$ cat src/rtl/meter_defs.svh
`ifndef METER_DEFS_SVH
`define METER_DEFS_SVH

// ==========================================================
// Register offsets
`define OFS_CTRL      8'h00
`define OFS_STATUS    8'h04
`define OFS_INT_EN    8'h08
`define OFS_INT_CLR   8'h0c
`define OFS_STATE     8'h10
`define OFS_CAL_CNT   8'h14

// ==========================================================
// Fields and reset values
`define CTRL_OUT_EN   0
`define ST_CAL       0
`define ST_ENERGY    1
`define ST_DIR       2
`define CTRL_RST      1'b1
`define INT_EN_RST    3'h0

// ==========================================================
// Datapath scaling
`define HPF_SHIFT     10
`define PC_SHIFT      6
`define LPF_SHIFT     12
`define E_TH_BASE     48'h0000_4000_0000
`define CAL_SHIFT_LO  6
`define CAL_SHIFT_HI  7

// ==========================================================
// Timing
`define CLK_PERIOD_NS 25
`define CAL_PULSE_NS  18000
`define E_PULSE_MS    100

`endif

$ cat src/rtl/meter_pkg.sv
package meter_pkg;
  typedef logic signed [15:0] sample_t;
  typedef logic [7:0]         reg_addr_t;
  typedef logic [31:0]        reg_data_t;
  typedef logic signed [47:0] acc_t;
endpackage

$ cat src/rtl/energy_pulse_output_logic.sv
`include "meter_defs.svh"

module energy_pulse_output_logic #(
  parameter int E_PULSE_CYCLES = `E_PULSE_MS * 40000
) (
  input  wire logic                core_clk,
  input  wire logic                rstn,
  input  wire logic                sample_valid,
  input  wire meter_pkg::sample_t  cur_sample,
  input  wire meter_pkg::sample_t  volt_sample,
  input  wire logic                cal_freq_select,
  input  wire logic                freq_scale_sel_hi,
  input  wire logic                freq_scale_sel_lo,
  input  wire logic                gain_sel_hi,
  input  wire logic                gain_sel_lo,
  input  wire logic                highpass_enable_in,
  input  wire meter_pkg::reg_addr_t reg_addr,
  input  wire meter_pkg::reg_data_t reg_wdata,
  input  wire logic                reg_wr,
  input  wire logic                reg_rd,
  output meter_pkg::reg_data_t     reg_rdata,
  output logic                     irq,
  output logic                     calibration_pulse_out,
  output logic                     energy_pulse_a,
  output logic                     energy_pulse_b,
  output logic                     negative_power_flag
);
  import meter_pkg::*;

  localparam int CAL_CYC =
    (`CAL_PULSE_NS + `CLK_PERIOD_NS - 1) / `CLK_PERIOD_NS;

  // ========================================================
  // Pin synchronisers
  logic [5:0] pins;
  logic [5:0] sy1;
  logic [5:0] sy2;
  logic [5:0] sy3;
  logic [5:0] sel_q;

  assign pins = {cal_freq_select, freq_scale_sel_hi,
                 freq_scale_sel_lo, gain_sel_hi, gain_sel_lo,
                 highpass_enable_in};

  for (genvar g = 0; g < 6; g++) begin : g_sync
    always_ff @(posedge core_clk or negedge rstn) begin
      if (!rstn) begin
        sy1[g]   <= 1'b0;
        sy2[g]   <= 1'b0;
        sy3[g]   <= 1'b0;
        sel_q[g] <= 1'b0;
      end else begin
        sy1[g] <= pins[g];
        sy2[g] <= sy1[g];
        sy3[g] <= sy2[g];
        if (sy2[g] == sy3[g]) begin
          sel_q[g] <= sy3[g];
        end
      end
    end
  end

  logic       hpf_on;
  logic       cal_sel;
  logic [1:0] gain_code;
  logic [1:0] scale_code;
  assign hpf_on     = sel_q[0];
  assign gain_code  = sel_q[2:1];
  assign scale_code = sel_q[4:3];
  assign cal_sel    = sel_q[5];

  // ========================================================
  // Decoded gain and thresholds
  logic [2:0] gain_shift;
  acc_t       energy_th;
  acc_t       cal_th;

  always_ff @(posedge core_clk or negedge rstn) begin
    if (!rstn) begin
      gain_shift <= 3'h0;
      energy_th  <= `E_TH_BASE;
      cal_th     <= `E_TH_BASE >> `CAL_SHIFT_LO;
    end else begin
      unique case (gain_code)
        2'h0: gain_shift <= 3'h0;
        2'h1: gain_shift <= 3'h1;
        2'h2: gain_shift <= 3'h3;
        2'h3: gain_shift <= 3'h4;
      endcase
      energy_th <= `E_TH_BASE >> scale_code;
      cal_th    <= cal_sel ? (energy_th >> `CAL_SHIFT_HI)
                           : (energy_th >> `CAL_SHIFT_LO);
    end
  end

  // ========================================================
  // Datapath: gain, high-pass, phase correction, multiply
  logic               va;
  logic               vb;
  logic               vc;
  logic signed [20:0] gained;
  logic signed [20:0] dc_est;
  logic signed [20:0] hp;
  logic signed [20:0] hp_prev;
  logic signed [20:0] pc;
  logic signed [21:0] hdiff;
  logic signed [21:0] pdiff;
  sample_t            v_a;
  sample_t            v_b;
  logic signed [36:0] inst_pow;
  logic signed [36:0] avg_pow;
  logic signed [37:0] adiff;

  assign hdiff = 22'(gained) - 22'(dc_est);
  assign pdiff = 22'(hp) - 22'(hp_prev);
  assign adiff = 38'(inst_pow) - 38'(avg_pow);

  always_comb begin
    pc = hp;
    if (hpf_on) begin
      pc = hp - 21'(pdiff >>> `PC_SHIFT);
    end
  end

  always_ff @(posedge core_clk or negedge rstn) begin
    if (!rstn) begin
      va       <= 1'b0;
      vb       <= 1'b0;
      vc       <= 1'b0;
      gained   <= '0;
      dc_est   <= '0;
      hp       <= '0;
      hp_prev  <= '0;
      v_a      <= '0;
      v_b      <= '0;
      inst_pow <= '0;
      avg_pow  <= '0;
    end else begin
      va <= sample_valid;
      vb <= va;
      vc <= vb;
      if (sample_valid) begin
        gained <= 21'(cur_sample) <<< gain_shift;
        v_a    <= volt_sample;
      end
      if (va) begin
        dc_est <= dc_est + 21'(hdiff >>> `HPF_SHIFT);
        hp     <= hpf_on ? 21'(hdiff) : gained;
        v_b    <= v_a;
      end
      if (vb) begin
        hp_prev  <= hp;
        inst_pow <= pc * v_b;
      end
      if (vc) begin
        avg_pow <= avg_pow + 37'(adiff >>> `LPF_SHIFT);
      end
    end
  end

  // ========================================================
  // Pulse accumulators
  logic out_en;
  acc_t cal_acc;
  acc_t e_acc;
  logic cal_pos;
  logic cal_neg;
  logic cal_fire;
  logic e_pos;
  logic e_neg;
  logic e_fire;
  logic e_phase;

  assign cal_pos  = cal_acc >= cal_th;
  assign cal_neg  = cal_acc <= -cal_th;
  assign cal_fire = (cal_pos | cal_neg) & out_en
                    & ~calibration_pulse_out;
  assign e_pos    = e_acc >= energy_th;
  assign e_neg    = e_acc <= -energy_th;
  assign e_fire   = (e_pos | e_neg) & out_en
                    & ~energy_pulse_a & ~energy_pulse_b;

  always_ff @(posedge core_clk or negedge rstn) begin
    if (!rstn) begin
      cal_acc <= '0;
      e_acc   <= '0;
    end else begin
      cal_acc <= cal_acc
               + (vc ? 48'(inst_pow) : '0)
               - (cal_fire & cal_pos ? cal_th : '0)
               + (cal_fire & cal_neg ? cal_th : '0);
      e_acc   <= e_acc
               + (vc ? 48'(avg_pow) : '0)
               - (e_fire & e_pos ? energy_th : '0)
               + (e_fire & e_neg ? energy_th : '0);
    end
  end

  // ========================================================
  // Direction flag and energy phase
  always_ff @(posedge core_clk or negedge rstn) begin
    if (!rstn) begin
      negative_power_flag <= 1'b0;
    end else if (cal_fire) begin
      negative_power_flag <= cal_neg;
    end
  end

  always_ff @(posedge core_clk or negedge rstn) begin
    if (!rstn) begin
      e_phase <= 1'b0;
    end else if (e_fire) begin
      e_phase <= ~e_phase;
    end
  end

  // ========================================================
  // Pulse outputs
  pulse_stretch #(.WIDTH_CYCLES(CAL_CYC)) u_cal (
    .core_clk (core_clk),
    .rstn     (rstn),
    .trig     (cal_fire),
    .pulse    (calibration_pulse_out)
  );

  pulse_stretch #(.WIDTH_CYCLES(E_PULSE_CYCLES)) u_ea (
    .core_clk (core_clk),
    .rstn     (rstn),
    .trig     (e_fire & ~e_phase),
    .pulse    (energy_pulse_a)
  );

  pulse_stretch #(.WIDTH_CYCLES(E_PULSE_CYCLES)) u_eb (
    .core_clk (core_clk),
    .rstn     (rstn),
    .trig     (e_fire & e_phase),
    .pulse    (energy_pulse_b)
  );

  // ========================================================
  // Registers and interrupt
  logic [2:0]  status;
  logic [2:0]  int_en;
  logic [2:0]  events;
  logic [2:0]  clr_mask;
  logic [31:0] cal_cnt;
  logic        dir_chg;

  assign dir_chg  = cal_fire & (cal_neg != negative_power_flag);
  assign events   = {dir_chg, e_fire, cal_fire};
  assign clr_mask = (reg_wr && reg_addr == `OFS_INT_CLR)
                    ? reg_wdata[2:0] : 3'h0;

  always_ff @(posedge core_clk or negedge rstn) begin
    if (!rstn) begin
      out_en <= `CTRL_RST;
      int_en <= `INT_EN_RST;
    end else if (reg_wr) begin
      if (reg_addr == `OFS_CTRL) begin
        out_en <= reg_wdata[`CTRL_OUT_EN];
      end
      if (reg_addr == `OFS_INT_EN) begin
        int_en <= reg_wdata[2:0];
      end
    end
  end

  always_ff @(posedge core_clk or negedge rstn) begin
    if (!rstn) begin
      status <= 3'h0;
      irq    <= 1'b0;
    end else begin
      status <= (status & ~clr_mask) | events;
      irq    <= |(status & int_en);
    end
  end

  always_ff @(posedge core_clk or negedge rstn) begin
    if (!rstn) begin
      cal_cnt <= '0;
    end else if (cal_fire) begin
      cal_cnt <= cal_cnt + 32'h1;
    end
  end

  always_ff @(posedge core_clk or negedge rstn) begin
    if (!rstn) begin
      reg_rdata <= '0;
    end else if (reg_rd) begin
      unique case (reg_addr)
        `OFS_CTRL:    reg_rdata <= {31'h0, out_en};
        `OFS_STATUS:  reg_rdata <= {29'h0, status};
        `OFS_INT_EN:  reg_rdata <= {29'h0, int_en};
        `OFS_STATE:   reg_rdata <= {25'h0, negative_power_flag,
                                    sel_q};
        `OFS_CAL_CNT: reg_rdata <= cal_cnt;
        default:      reg_rdata <= '0;
      endcase
    end else begin
      reg_rdata <= '0;
    end
  end
endmodule

$ cat src/rtl/pulse_stretch.sv
module pulse_stretch #(
  parameter int WIDTH_CYCLES = 720
) (
  input  wire logic core_clk,
  input  wire logic rstn,
  input  wire logic trig,
  output logic      pulse
);
  localparam int CW = $clog2(WIDTH_CYCLES + 1);
  localparam logic [CW-1:0] LAST = CW'(WIDTH_CYCLES - 1);

  logic [CW-1:0] cnt;

  // ========================================================
  // Fixed-width high pulse, triggers ignored while high
  always_ff @(posedge core_clk or negedge rstn) begin
    if (!rstn) begin
      pulse <= 1'b0;
      cnt   <= '0;
    end else if (!pulse) begin
      pulse <= trig;
      cnt   <= '0;
    end else if (cnt == LAST) begin
      pulse <= 1'b0;
    end else begin
      cnt <= cnt + 1'b1;
    end
  end
endmodule

$ cat config.mk
export PLATFORM = sky130hd
export DESIGN_NAME = energy_pulse_output_logic
export DESIGN_NICKNAME = d
export VERILOG_FILES = /design/src/rtl/meter_pkg.sv /design/src/rtl/energy_pulse_output_logic.sv /design/src/rtl/pulse_stretch.sv
export VERILOG_INCLUDE_DIRS = /design/src /design/src/rtl
export SDC_FILE = /design/constraint.sdc
export NUM_CORES = 2
export LEC_CHECK = 0
export BUFFER_PORTS_ARGS = -buffer_cell sky130_fd_sc_hd__buf_2
export CAP_MARGIN = 20
export CORE_AREA = 4 4 299 301
export DETAILED_ROUTE_END_ITERATION = 6
export DIE_AREA = 0 0 303 305
export GPL_TIMING_DRIVEN = 0
export HOLD_SLACK_MARGIN = 0.05
export PLACE_DENSITY_LB_ADDON = 0.05
export SLEW_MARGIN = 20
export SYNTH_ARGS = -nofsm -noshare
export SYNTH_HDL_FRONTEND = slang
export SYNTH_SLANG_ARGS = --single-unit
export TNS_END_PERCENT = 5
$ cat constraint.sdc
create_clock -name core_clk -period 9.35 [get_ports core_clk]
set_clock_uncertainty 0.15 [all_clocks]
set_input_delay 0.935 -clock core_clk [delete_from_list [all_inputs] [get_ports core_clk]]
set_output_delay 0.935 -clock core_clk [all_outputs]
set_load 0.05 [all_outputs]
==> metrics.yaml <==
outcome:
  outcome: "finished with violations"
  violations: "negative setup slack"
setup_path:
  crit_slowest_cell: "fa_2"
  cp-start-kind: "flop"
  critPathTopFamily: "adder cells"
  cp_num_cells: 43
  cpPeakStageDelay_ns: 0.59
  path_class: "flop to flop"
  endpoint_kind: "flop"
  arrival_ns: 11.14
  required_ns: 9.75
  crit_top_cell: "fa_1"
  r2r_cells: 43
  crit_buf_inv: 8
  crit_path_max_fanout: 10
synthesis:
  yosys.area_share.simple_pct: 15.2
  yosys.area_share.adder_pct: 30.0
  synth-main-ff-cell: "dfrtp_1"
  ys_top_cells_by_area: "dfrtp_1 24%, ha_1 15%, fa_1 15%"
  synthArstFlopShare_pct: 100
  synth_edf_count: 0
  synthCells: 5288
  synth-seq-cells: 456
  yosys.area.top_type: "dfrtp_1"
  synthXorXnorAreaFrac_pct: 5.93
  synth-warning-count: 0
  synth.net_count: 6285
  synth_top_area_share_pct: 24.0
  syn_avg_cell_area_um2: 8.93
  synth_cell_types: 109
  synth_compound_area_share_pct: 13.1
  syn_area_um2: 47200
  synth_seq_area_share_pct: 24.2
  synthMuxAreaShare_pct: 3.51
  synth_top_family_by_area: "adder cells"
cells_and_area:
  final_common_cell: "inv_1"
  regArea_um2: 11400
  multiInputGateArea_um2: 32700
  nNetsFinal: 6480
  fill_cells: 7656
  drive_above_1_share_pct: 9.59
  design_area_um2: 52500
  syn_to_final_growth_pct: 11.1
  final_cell_mix: "835 x inv_1, 545 x ha_1, 496 x nand2_1"
placement:
  dpl.hpwl_um: 101000
  gp_congestion: 0.934
  placed_cell_area_um2: 49300
  port_buffers: 89
flow_run:
  drv_cap: 0
global_route:
  grt_pass1_wl_um: 203000
  grt_pass1_vias: 37000
  grtUsageTotal_pct: 27.5
  antenna_found_initial: 3
  grt_max_degree: 83
  overflow: 0
drt:
  routed_via_density: 5.56
  drt_iter0_markers: 2347
  drc: 0
  vias: 37200
  routed.top_layer: "met5"
  first_pass_iters: 5
  routed_wl_um: 127000
  route.met2.wl_um: 61800
  wl_met1_um: 55700
  dr_wl_met3_um: 5000
  postRouteAntennaNets: 0
  routedWlPerCell_um: 19.0
floorplanning:
  core_um2: 86600
  start_util_pct: 54.5
  die_height_um: 305
  die_w_um: 303
  dieArea_um2: 92400
  rows: 108
  ioPinCount: 120
clock_tree:
  cts_sinks: 456
  cts_tree: "yes"
  cts_buffers: 56
  postCtsHoldBufs: 0
  h-tree-depth: 2
  cts_root_buf: "clkbuf_16"
  cts_buffer_depth: 3
  path_clk_slew_ns: 0.06
  clock_latency_ns: 0.67
sta:
  holdWs_ns: 0.0778
  fin_crit_sh_pct: 115
  timing.final.ws_setup_ns: -1.39
  relSlewSlack_pct: 32.3
  finalHoldViolCount: 0
  maxSlewViolCount: 0
  tightest_slew_ns: 1.01
  period_needed_ns: 10.74
  finalSetupViolCount: 19
  clock.fmax_mhz: 93.1
  rsz0062_at_grt: "yes"
hold_path:
  hp-class: "input port to asynchronous set/reset pin"
==> cell type report <==
| type | instances | share of cell area (%) |
|---|---|---|
| Multi-Input combinational cell | 3820 | 62.3 |
| Sequential cell | 456 | 21.8 |
| Inverter | 842 | 6.03 |
| Clock buffer | 77 | 3.03 |
| Tap cell | 1155 | 2.75 |
| Timing Repair Buffer | 143 | 1.87 |
| Buffer | 164 | 1.44 |
| Clock inverter | 26 | 0.767 |
| Antenna cell | 2 | 0.00953 |
==> cells in the mapped netlist, types with 37 or more instances <==
cell / n
mux2i_1: 64
fa_1: 351
o21ai_0: 217
nand2_1: 496
mux2_2: 85
ha_1: 563
clkbuf_1: 139
and2_1: 208
nand2b_1: 39
a211oi_1: 37
a31oi_1: 42
nor2_1: 296
xor2_1: 89
a21o_1: 125
nand3_1: 92
a21oi_1: 282
nand4_1: 59
nor3_1: 51
inv_1: 841
nor2b_1: 43
and3_1: 57
xnor2_1: 227
dfrtp_1: 453
==> registers in the layout, summed over array words and instances, names as in the netlist, 22 cells and up <==
| register | cells |
|---|---|
| cal_acc | 48 |
| e_acc | 48 |
| avg_pow | 37 |
| inst_pow | 37 |
| cal_cnt | 32 |
| reg_rdata | 32 |
| u_ea.cnt | 22 |
| u_eb.cnt | 22 |
==> logic make-up after synthesis <==
logic type | after synthesis
mux | 152
compound gates | 959
fa+ha+maj | 922
simple gates | 1469
buf+inv | 1012
flops | 456
xor+xnor | 318
==> through the flow <==
stage,setup TNS [ns],cells,setup WS (ns),util (%)
after global placement,-1169.77,6532,-3.14,56.8
after CTS,-13.35,6669,-1.22,60.2
after detailed placement,-36.80,6537,-3.18,56.9
final,-13.85,6685,-1.39,60.6
after global routing,-21.44,6684,-1.69,60.6
after floorplan,-1.88,5288,-0.504,-
==> repair_timing <==
action,4_1_cts,5_1_grt
pin swaps,43,69
endpoints found under the setup margin,24,25
gates resized for setup,110,73
buffers inserted,34,16
==> final timing paths <==
check,endpoint,slack (ns),startpoint
max,inst_pow[36],-1.39,hp[5]
min,u_ea.cnt[16],0.08,rstn
max reg2reg,inst_pow[36],-1.39,hp[5]
min reg2reg,sy2[0],0.19,sy1[0]
max in group asynchronous,reg_rdata[7],7.29,rstn
min in group core_clk,sy2[0],0.19,sy1[0]
==> routing by layer <==
layer,track usage (%),up-vias
li1,-,18000
met4,8.58,2
met3,2.85,214
met2,47.3,773
met1,36.7,18200
met5,0,-
Power is left out: the tool's default activity adds up to more than one toggle a clock period on the data nets, which glitch-free logic cannot reach.
